$ cat src/common/iael_defs.vh
/*
 * constants for the interrupt acceptance and enable block: special
 * register offsets, reset values, vector table layout and sequence counts.
 * assumes an 8-bit special-register space and a 20-bit program counter.
 */
`ifndef IAEL_DEFS_VH
`define IAEL_DEFS_VH

// ==========================================================
// special register offsets
`define IAEL_ADR_EN_EXT 8'h2c
`define IAEL_ADR_EN_TOP 8'h2d
`define IAEL_ADR_EN_LOW 8'h3a
`define IAEL_ADR_EN_HIGH 8'h3b
`define IAEL_ADR_RL_LOW 8'h3c
`define IAEL_ADR_RL_HIGH 8'h3d
`define IAEL_ADR_RL_EXT 8'h2e
`define IAEL_ADR_RL_TOP 8'h2f

// ==========================================================
// field positions and reset values
`define IAEL_IMF_BIT 0
`define IAEL_IMF_RST 1'b0
`define IAEL_EF_RST 14'h0000
`define IAEL_BANK_RST 4'h0

// ==========================================================
// vector table and sequence
`define IAEL_VEC_TOP 20'hffffc
`define IAEL_VEC_SOFT 5'h01
`define IAEL_VEC_WDOG 5'h02
`define IAEL_ACC_CYCLES 4'hc
`define IAEL_PUSH_LAST 4'h4
`define IAEL_VRD_FIRST 4'h5
`define IAEL_VRD_LAST 4'h8
`define IAEL_RET_LAST 4'h6

`endif

$ cat src/design/iael_ctrl.v
/*
 * interrupt acceptance and enable logic: master and per-source accept
 * flags, request latches, pseudo non-maskable traps, the 12-cycle
 * acceptance sequence and the return sequence.
 * assumes core and peripherals on clk; vector and stack data arrive the
 * cycle after the read strobe; instr_last marks an instruction's last cycle.
 */
// Function
// RQ1: soft and watchdog traps ignore enables; such traps never nest.
// RQ2: enable bytes readable and writable by instructions, bit operations too.
// RQ3: master flag 0 blocks maskable requests; 1 lets per-source flags decide.
// RQ4: accepting any interrupt clears the master flag.
// RQ5: maskable return sets master flag; pending request then serviced at once.
// RQ6: trap return sets master flag only if it was 1 and untouched.
// RQ7: software avoids bit operations on low enable byte during trap service.
// RQ8: master flag is bit 0 of low enable byte, set/cleared by ops, resets 0.
// RQ9: sources 3 to 16 each have an accept flag, 1 permits.
// RQ10: request latch holds until accepted, reset, or cleared by instruction.
// RQ11: acceptance takes 12 cycles after the current instruction completes.
// RQ12: acceptance clears the latch of the accepted source.
// RQ13: push status high, low, pc ext, high, low; stack pointer down five.
// RQ14: entry address read from the source's vector slot into pc.
// RQ15: bank code read after entry; its low four bits added to bank select.
// RQ16: accepting a trap blocks all further acceptance for a while.
// RQ17: master flag 0 blocks even higher priority maskable requests.
// RQ18: only pc and status word are saved automatically.
// RQ19: both returns restore the bank select that was in force.
// RQ20: among pending enabled requests, the lowest index wins.
// RQ21: latches readable, cleared by writing 0, never set by software; writing 0 does not clear latch 2 (watchdog).
// RQ22: requests sampled in the last cycle of each instruction.
// RQ23: returns restore pc and status word, stack pointer up five.
// RQ24: one request plus winning vector index, held until acceptance ends.
`timescale 1ns/10ps
`include "iael_defs.vh"

module iael_ctrl (
  input wire clk,
  input wire rst,
  input wire [7:0] sfr_addr,
  input wire sfr_wr,
  input wire sfr_rd,
  input wire [7:0] sfr_wdata,
  output reg [7:0] sfr_rdata_q,
  input wire [16:2] irq_set,
  input wire instr_last,
  input wire soft_trap_op,
  input wire unmask_all_op,
  input wire mask_all_op,
  input wire maskable_return_op,
  input wire nonmaskable_return_op,
  input wire [15:0] status_word,
  input wire [19:0] pc_in,
  input wire [7:0] vec_rdata,
  input wire [7:0] stk_rdata,
  output reg int_pend_q,
  output reg int_busy_q,
  output reg [4:0] int_vec_q,
  output reg stk_wr_q,
  output reg [7:0] stk_wdata_q,
  output reg sp_dec_q,
  output reg stk_rd_q,
  output reg sp_inc_q,
  output reg vec_rd_q,
  output reg [19:0] vec_addr_q,
  output reg pc_load_q,
  output reg [19:0] pc_new_q,
  output reg status_load_q,
  output reg [15:0] status_new_q,
  output reg [3:0] bank_select_field_q,
  output reg master_accept_flag_q,
  output reg trap_active_q
);

  localparam [2:0] ST_IDLE = 3'b001;
  localparam [2:0] ST_ACC = 3'b010;
  localparam [2:0] ST_RET = 3'b100;

  reg [2:0] st_q;
  reg [3:0] cnt_q;
  reg ret_trap_q;
  reg trap_imf_q;
  reg [16:2] request_latch_q;
  reg [16:3] source_accept_flags_q;
  reg [16:2] il_wclr;
  reg win_ok;
  reg [4:0] win_idx;
  reg [7:0] rd_mux;
  reg [7:0] push_byte;
  integer i;

  wire idle = st_q[0];
  wire soft_take = idle & soft_trap_op & ~trap_active_q; // [RQ1]
  wire acc_start = soft_take | (idle & instr_last & win_ok); // [RQ22]
  wire [4:0] acc_vec = soft_take ? `IAEL_VEC_SOFT : win_idx;
  wire wr_low = sfr_wr & (sfr_addr == `IAEL_ADR_EN_LOW);
  wire wr_high = sfr_wr & (sfr_addr == `IAEL_ADR_EN_HIGH);
  wire wr_ext = sfr_wr & (sfr_addr == `IAEL_ADR_EN_EXT);
  wire [19:0] vec_base = `IAEL_VEC_TOP - {13'h0000, int_vec_q, 2'b00};
  wire ret_done = st_q[2] & (cnt_q == `IAEL_RET_LAST);
  wire sw_imf_clr = mask_all_op | (wr_low & ~sfr_wdata[`IAEL_IMF_BIT]);

  // ==========================================================
  // winner selection
  always @* begin
    win_ok = 1'b0;
    win_idx = 5'h00;
    for (i = 16; i >= 3; i = i - 1) begin
      if (request_latch_q[i] & source_accept_flags_q[i] & master_accept_flag_q) begin // [RQ3] [RQ9] [RQ17]
        win_ok = 1'b1;
        win_idx = i[4:0]; // [RQ20]
      end
    end
    if (request_latch_q[2]) begin
      win_ok = 1'b1; // [RQ1]
      win_idx = `IAEL_VEC_WDOG;
    end
    if (trap_active_q) begin
      win_ok = 1'b0; // [RQ16]
    end
  end

  // ==========================================================
  // request latches
  genvar g;
  generate
    for (g = 2; g <= 16; g = g + 1) begin : gen_latch
      localparam [7:0] LADR = (g < 8) ? `IAEL_ADR_RL_LOW :
                              (g < 16) ? `IAEL_ADR_RL_HIGH : `IAEL_ADR_RL_EXT;
      always @* begin
        il_wclr[g] = (g != 2) && sfr_wr && (sfr_addr == LADR) && !sfr_wdata[g % 8]; // [RQ21]
      end
      always @(posedge clk or posedge rst) begin
        if (rst) begin
          request_latch_q[g] <= 1'b0;
        end else if (irq_set[g]) begin
          request_latch_q[g] <= 1'b1;
        end else if ((acc_start && !soft_take && win_idx == g) || il_wclr[g]) begin
          request_latch_q[g] <= 1'b0; // [RQ10] [RQ12]
        end
      end
    end
  endgenerate

  // ==========================================================
  // register read path
  always @* begin
    case (sfr_addr)
      `IAEL_ADR_EN_LOW: rd_mux = {source_accept_flags_q[7:3], 2'b00, master_accept_flag_q};
      `IAEL_ADR_EN_HIGH: rd_mux = source_accept_flags_q[15:8];
      `IAEL_ADR_EN_EXT: rd_mux = {7'h00, source_accept_flags_q[16]};
      `IAEL_ADR_RL_LOW: rd_mux = {request_latch_q[7:2], 2'b00};
      `IAEL_ADR_RL_HIGH: rd_mux = request_latch_q[15:8];
      `IAEL_ADR_RL_EXT: rd_mux = {7'h00, request_latch_q[16]};
      default: rd_mux = 8'h00;
    endcase
  end

  always @(posedge clk or posedge rst) begin
    if (rst) begin
      sfr_rdata_q <= 8'h00;
    end else if (sfr_rd) begin
      sfr_rdata_q <= rd_mux; // [RQ2] [RQ21]
    end
  end

  // ==========================================================
  // enable flags and master flag
  always @(posedge clk or posedge rst) begin
    if (rst) begin
      source_accept_flags_q <= `IAEL_EF_RST;
    end else begin
      if (wr_low) begin
        source_accept_flags_q[7:3] <= sfr_wdata[7:3]; // [RQ2] [RQ9]
      end
      if (wr_high) begin
        source_accept_flags_q[15:8] <= sfr_wdata;
      end
      if (wr_ext) begin
        source_accept_flags_q[16] <= sfr_wdata[0];
      end
    end
  end

  always @(posedge clk or posedge rst) begin
    if (rst) begin
      master_accept_flag_q <= `IAEL_IMF_RST; // [RQ8]
    end else if (acc_start) begin
      master_accept_flag_q <= 1'b0; // [RQ4]
    end else if (ret_done) begin
      master_accept_flag_q <= ret_trap_q ? trap_imf_q : 1'b1; // [RQ5] [RQ6]
    end else if (mask_all_op) begin
      master_accept_flag_q <= 1'b0; // [RQ8]
    end else if (unmask_all_op) begin
      master_accept_flag_q <= 1'b1;
    end else if (wr_low) begin
      master_accept_flag_q <= sfr_wdata[`IAEL_IMF_BIT]; // [RQ8]
    end
  end

  // trap nesting state and the master flag to give back on trap return
  always @(posedge clk or posedge rst) begin
    if (rst) begin
      trap_active_q <= 1'b0;
      trap_imf_q <= 1'b0;
    end else if (acc_start && acc_vec <= `IAEL_VEC_WDOG) begin
      trap_active_q <= 1'b1; // [RQ1] [RQ16]
      trap_imf_q <= master_accept_flag_q; // [RQ6]
    end else if (ret_done && ret_trap_q) begin
      trap_active_q <= 1'b0;
    end else if (trap_active_q && sw_imf_clr) begin
      trap_imf_q <= 1'b0; // [RQ6] [RQ7]
    end
  end

  // ==========================================================
  // acceptance and return sequencer
  always @* begin
    case (cnt_q)
      4'h0: push_byte = {status_word[15:12], bank_select_field_q};
      4'h1: push_byte = status_word[7:0];
      4'h2: push_byte = {4'h0, pc_in[19:16]};
      4'h3: push_byte = pc_in[15:8];
      default: push_byte = pc_in[7:0];
    endcase
  end

  always @(posedge clk or posedge rst) begin
    if (rst) begin
      st_q <= ST_IDLE;
      cnt_q <= 4'h0;
      ret_trap_q <= 1'b0;
      int_pend_q <= 1'b0;
      int_busy_q <= 1'b0;
      int_vec_q <= 5'h00;
      stk_wr_q <= 1'b0;
      stk_wdata_q <= 8'h00;
      sp_dec_q <= 1'b0;
      stk_rd_q <= 1'b0;
      sp_inc_q <= 1'b0;
      vec_rd_q <= 1'b0;
      vec_addr_q <= 20'h00000;
      pc_load_q <= 1'b0;
      pc_new_q <= 20'h00000;
      status_load_q <= 1'b0;
      status_new_q <= 16'h0000;
      bank_select_field_q <= `IAEL_BANK_RST;
    end else begin
      stk_wr_q <= 1'b0;
      sp_dec_q <= 1'b0;
      stk_rd_q <= 1'b0;
      sp_inc_q <= 1'b0;
      vec_rd_q <= 1'b0;
      pc_load_q <= 1'b0;
      status_load_q <= 1'b0;
      cnt_q <= cnt_q + 4'h1;
      case (st_q)
        ST_IDLE: begin
          cnt_q <= 4'h0;
          int_pend_q <= win_ok | acc_start; // [RQ24]
          int_vec_q <= acc_start ? acc_vec : win_idx;
          if (acc_start) begin
            st_q <= ST_ACC; // [RQ11]
            int_busy_q <= 1'b1;
          end else if (maskable_return_op || nonmaskable_return_op) begin
            st_q <= ST_RET;
            ret_trap_q <= nonmaskable_return_op;
          end
        end
        ST_ACC: begin
          if (cnt_q <= `IAEL_PUSH_LAST) begin
            stk_wr_q <= 1'b1; // [RQ13] [RQ18]
            sp_dec_q <= 1'b1;
            stk_wdata_q <= push_byte;
          end
          if (cnt_q >= `IAEL_VRD_FIRST && cnt_q <= `IAEL_VRD_LAST) begin
            vec_rd_q <= 1'b1;
            vec_addr_q <= vec_base + {18'h00000, cnt_q[1:0] - 2'b01};
          end
          if (cnt_q == 4'h7) begin
            pc_new_q[7:0] <= vec_rdata; // [RQ14]
          end
          if (cnt_q == 4'h8) begin
            pc_new_q[15:8] <= vec_rdata;
          end
          if (cnt_q == 4'h9) begin
            pc_new_q[19:16] <= vec_rdata[3:0];
          end
          if (cnt_q == 4'ha) begin
            bank_select_field_q <= bank_select_field_q + vec_rdata[3:0]; // [RQ15]
            pc_load_q <= 1'b1; // [RQ14]
          end
          if (cnt_q == `IAEL_ACC_CYCLES - 4'h1) begin
            st_q <= ST_IDLE; // [RQ11]
            int_busy_q <= 1'b0;
            int_pend_q <= 1'b0;
          end
        end
        ST_RET: begin
          if (cnt_q <= `IAEL_PUSH_LAST) begin
            stk_rd_q <= 1'b1; // [RQ23]
            sp_inc_q <= 1'b1;
          end
          if (cnt_q == 4'h2) begin
            pc_new_q[7:0] <= stk_rdata;
          end
          if (cnt_q == 4'h3) begin
            pc_new_q[15:8] <= stk_rdata;
          end
          if (cnt_q == 4'h4) begin
            pc_new_q[19:16] <= stk_rdata[3:0];
          end
          if (cnt_q == 4'h5) begin
            status_new_q[7:0] <= stk_rdata;
          end
          if (ret_done) begin
            status_new_q[15:8] <= stk_rdata;
            bank_select_field_q <= stk_rdata[3:0]; // [RQ19]
            pc_load_q <= 1'b1; // [RQ23]
            status_load_q <= 1'b1;
            st_q <= ST_IDLE;
          end
        end
        default: begin
          st_q <= ST_IDLE;
        end
      endcase
    end
  end

endmodule // iael_ctrl

$ cat config.mk
export PLATFORM = sky130hd
export DESIGN_NAME = iael_ctrl
export DESIGN_NICKNAME = d
export VERILOG_FILES = /design/src/design/iael_ctrl.v
export VERILOG_INCLUDE_DIRS = /design/src /design/src/common
export SDC_FILE = /design/constraint.sdc
export NUM_CORES = 1
export LEC_CHECK = 0
export ABC_AREA = 1
export BUFFER_PORTS_ARGS = -buffer_cell sky130_fd_sc_hd__clkbuf_2
export CAP_MARGIN = 20
export CORE_MARGIN = 10
export CORE_UTILIZATION = 51
export CTS_BUF_LIST = sky130_fd_sc_hd__clkbuf_16
export DETAILED_ROUTE_END_ITERATION = 8
export PLACE_DENSITY = 0.8
export SLEW_MARGIN = 20
export SYNTH_ARGS = -nofsm -noshare
export SYNTH_HDL_FRONTEND = slang
export SYNTH_SLANG_ARGS = --single-unit
$ cat constraint.sdc
create_clock -name clk -period 4.53 [get_ports clk]
set_input_delay 0.453 -clock clk [delete_from_list [all_inputs] [get_ports clk]]
set_output_delay 0.453 -clock clk [all_outputs]
set_load 0.02 [all_outputs]
**After elaboration in Yosys (flattened, before gate mapping)**

Index checks and enable logic that the tools add are counted.

- Bits of input ports: 93
- Output and inout port bits: 92
- Register bits after elaboration: 128

- Reduce and logical (&&, ||, !) cells: 95
- Mux-type cells: 105
- Magnitude comparators: 4
- Bitwise logic cells: 43
- Add/subtract/negate cells: 5
- Equality and inequality tests: 47

Operators with widths:

| cell | count |
|---|---|
| 5-bit 2-to-1 mux | 17 |
| 1-bit 2-to-1 mux | 67 |
| 8-bit by 6-bit equality test with 1-bit output (second input constant) | 6 |
| 8-bit case mux with 6 select lines | 1 |
| 5-bit by 4-bit equality test with 1-bit output (second input constant) | 8 |
| 20-bit case mux with 2 select lines | 1 |
| 2-bit nonzero test | 19 |
| 1-bit AND | 37 |
| 1-bit logical AND | 37 |
| 8-bit 2-to-1 mux | 4 |
| 8-bit case mux with 4 select lines | 1 |
| 2-bit inequality test (second input constant) | 11 |
| 3-bit AND reduction | 7 |
| 5-bit by 3-bit equality test with 1-bit output (second input constant) | 4 |
| 4-bit 2-to-1 mux | 5 |
| 4-bit by 3-bit equality test with 1-bit output (second input constant) | 4 |
| 4-bit equality test (second input constant) | 4 |
| 1-bit logical OR | 15 |
| 3-bit 2-to-1 mux | 4 |
| 2-bit AND reduction | 6 |
| 9-bit by 3-bit adder with 10-bit output | 1 |
| 5-bit by 2-bit equality test with 1-bit output (second input constant) | 2 |
| 1-bit logical NOT | 9 |
| 3-bit case mux with 3 select lines | 1 |
| 21 further kinds | 28 |

**Depth between registers and ports, before layout**

- Word-level depth: 25
- Depth in mapped cells: 20
- Mapped depth without buffers: 19

**Worst setup path before layout**

OpenSTA, ideal clock, no wires.

- Path type: register -> register
- From: register master_accept_flag_q
- To: register trap_imf_q
- Arrival: 1.778 ns
- Required time: 4.413 ns
- Stages on the path, launching flop included: 13
- Slack: 2.636 ns
- Buffers on the path: 2
- Clock period less this slack: 1.894 ns
- Setup time: 0.117 ns
- Path through: dfrtp_1 -> buf_6 -> buf_12 -> nand3_4 -> nand2_2 -> o31ai_1 -> nand2_1 -> nand3_1 -> nor2_1 -> nand2_2 -> nand2_1 -> nand2_1 -> nand2_1

- Cells in the longest elaborated chain, start to end: 22
- Elaborated cells between the ends (all ways): 54

RTL lines:

| element | RTL line | text |
|---|---|---|
| from (decl) | iael_ctrl.v:70 | `output reg master_accept_flag_q,` |
| from (signal assigned) | iael_ctrl.v:186 | `` master_accept_flag_q <= `IAEL_IMF_RST; `` |
| from (signal assigned) | iael_ctrl.v:190 | `master_accept_flag_q <= ret_trap_q ? trap_imf_q : 1'b1;` |
| from (signal assigned) | iael_ctrl.v:196 | `` master_accept_flag_q <= sfr_wdata[`IAEL_IMF_BIT]; `` |
| parallel branches: the longest is 22 deep, another holds 5-bit 2-to-1 mux | - |  |
| to (signal assigned) | iael_ctrl.v:207 | `trap_imf_q <= master_accept_flag_q;` |
| to (decl) | iael_ctrl.v:81 | `reg trap_imf_q;` |

Parallel ways; which one is timed is not known.
A chain may end at the register's enable or synchronous reset.

**Worst setup path in the final report**

Ends and elaborated chain as after synthesis.

==> results_dict.tcl <==
set metrics [dict create \
    fp.dieW_um 127 \
    clk_pin_slew_ns 0.06 \
    synth_top_family_by_area "simple AND/OR/NAND/NOR gates" \
    diodes 0 \
    crit_required_ns 4.84 \
    syn_nets 786 \
    seq_area_frac_synth_pct 50.0 \
    hold_class "in2async" \
    critPathArrivalTime_ns 2.86 \
    ys_types 47 \
    numCtsBuffers 17 \
    dp_hpwl_mm 12.4 \
    core_area_um2 11300 \
    dr.first_iter.drc_count 455 \
    nets 959 \
    finish.utilization_pct 65.2 \
    drtPass1Iterations 5 \
    max_freq_mhz 392 \
    grt_max_degree 86 \
    drc_errors 0 \
    initial_utilization_pct 51.7 \
    rsz0062_at_grt "no" \
    antenna_left 0 \
    grt_pass1_wl_mm 26.3 \
    synthMuxAreaShare_pct 1.92 \
    synthSimpleGateAreaFrac_pct 21.6 \
    antenna_found_initial 0 \
    pin_count 185 \
    cts_hold_buf 0 \
    endpoint_kind "flop" \
    grt_pass1_vias 5319 \
    fin_skew_ns 0.0102 \
    synthAdderAreaFrac_pct 1.84 \
    avgViaCountPerCell 5.32 \
    tightest_slew_ns 0.859 \
    cts_resized 0 \
    htree_levels 4 \
    die_y_um 127 \
    finalSetupTns_ns 0 \
    cp_slowest_cell "dfrtp_1" \
    hold_viol 0 \
    async_reset_ff_share_pct 100 \
    status "finished clean" \
    critPathTopFamily "simple AND/OR/NAND/NOR gates" \
    vias 5397 \
    place_ws_ns 2.02 \
    routed_wl_mm 16.3 \
    powerDensity_nw_per_um2 596 \
    layout-drive-gt1-share_pct 30.1 \
    period_minus_slack_ns 2.55 \
    synth_compound_area_share_pct 15.7 \
    gr-total-overflow 0 \
    synth_xor_area_share_pct 0.299 \
    path_common_cell "nand2_1" \
    die_area_um2 16200 \
    grt_usage_pct 20.1 \
    path_buf_inv 0 \
    ir_worst_vdd_v 0.000523 \
    numClockSinks 117 \
    postCtsSetupBuffers 0 \
    cts_tree "yes" \
    cts_root_buf "clkbuf_16" \
    syn_area_um2 5850 \
    start_kind "flop" \
    maxCapViolations 0 \
    crit_chain "nand3_1 > nand2_1 > nor2_1 > o31ai_1 > nand2_1 > nand3_1 > nor2_1 > nand2_2 > nand2_1 > nand2_1 > nand2_1" \
    area_delta_synth_final_pct 26.1 \
    fillers 961 \
    port_buffers 180 \
    setup_viol 0 \
    wl_per_cell_um 16.1 \
    clockBufferDepth 2 \
    multi_input_area_um2 2420 \
    syn_inst 685 \
    ys_warn_count 0 \
    max_stage_delay_ns 0.89 \
    crit_type "reg2reg" \
    max_slew_margin_pct 42.5 \
    maxSlewViolCount 0 \
    seq_area_um2 2930 \
    syn_area_per_cell_um2 8.55 \
    finalCritPeriodShare_pct 56.4 \
    yosys_most_used_dff "dfrtp_1" \
    p_leak_uw 0.00396 \
    synth-edff-count 0 \
    gp_congestion 0.902 \
    critPathMaxFanout 18 \
    clock_latency_ns 0.42 \
    rows 39 \
    worst_slack_ns 1.98 \
    ys_seq_elements 117 \
]
[metal layers]
layer,GRT usage (%),part of all wire [%],up-vias
met4,7.84,2.2,0
met2,32.2,48,204
met1,24.2,41,2569
li1,-,-,2593
met5,0,0,-
met3,7.36,8.5,31
[where the power goes]
group / total [uW] / switching (uW) / internal (uW)
sequential: 1520 / 198 / 1320
combinational: 1520 / 1030 / 490
clock: 1360 / 500 / 865
[Yosys cell counts (all sizes together), types with 10 or more instances]
library cell / count / area, um2
nor3: 11 / 70.1
clkbuf: 12 / 45.0
o21ai: 97 / 485
dfrtp: 116 / 2900
inv: 86 / 323
nor2: 42 / 180
a21oi: 10 / 53.8
nand2: 185 / 712
mux2: 10 / 113
buf: 16 / 134
o21bai: 12 / 90.1
nand3: 28 / 208
[cell families after synthesis]
logic type | Yosys count
flops | 117
compound gates | 155
simple gates | 279
xor+xnor | 2
fa+ha+maj | 8
buf+inv | 114
mux | 10
[through the flow]
stage          cells  area, um2  hold WS [ns]  total power (uW)
5_1_grt         1014       7380         0.227              4680
4_1_cts         1014       7380         0.205              4430
3_5_place_dp     982       6770         0.459              3050
3_3_place_gp     982       6770         0.457              3010
2_1_floorplan    685       5850         0.442              2560
6_report        1014       7380         0.172              4400
[worst paths after layout]
path	cells past startpoint	slack, ns	from	endpoint
min in group clk	3	0.22	irq_set[6]	request_latch_q[6]$_DFFE_PP0P_
max in group asynchronous	3	3.41	rst	status_new_q[15]$_DFFE_PP0P_
setup reg to reg	11	1.98	master_accept_flag_q$_DFFE_PP0P_	trap_imf_q$_DFFE_PP0P_
hold / removal	2	0.17	rst	vec_addr_q[18]$_DFFE_PP0P_
hold reg to reg	1	0.47	vec_addr_q[7]$_DFFE_PP0P_	vec_addr_q[7]$_DFFE_PP0P_
setup / recovery	11	1.98	master_accept_flag_q$_DFFE_PP0P_	trap_imf_q$_DFFE_PP0P_
[layout by cell type (no fill, tap or decap), types with 6 or more instances in the layout]
cell | Yosys | layout
a22o_1 | 7 | 7
nand4_1 | 7 | 7
ha_1 | 7 | 7
nor2_2 | 6 | 6
nand2_2 | 7 | 7
a31oi_1 | 7 | 7
nand3_1 | 19 | 19
dfrtp_1 | 116 | 116
clkbuf_16 | 0 | 17
o21bai_1 | 12 | 12
clkbuf_2 | 0 | 180
nor2_1 | 35 | 35
a21oi_1 | 9 | 9
nor3_1 | 8 | 8
o21ai_0 | 93 | 93
inv_1 | 81 | 80
mux2_2 | 10 | 10
nand3_2 | 6 | 6
nand2_1 | 178 | 178
[registers in the layout (all words and copies together), names as in the netlist, 3 cells and up]
signal and count:
source_accept_flags_q 14, vec_addr_q 9, status_new_q 16, request_latch_q 15
pc_new_q 20, bank_select_field_q 4, cnt_q 4, st_q 3
stk_wdata_q 8, int_vec_q 5, sfr_rdata_q 8
[cell type report]
class / instances / area share [%]
clock inverter: 15 / 2.44
sequential: 117 / 39.7
timing repair buffer: 182 / 12.4
inverter: 86 / 4.44
multi-input combinational: 454 / 32.8
clock buffer: 17 / 5.76
tap: 143 / 2.42
(Power assumes the default switching activity.)
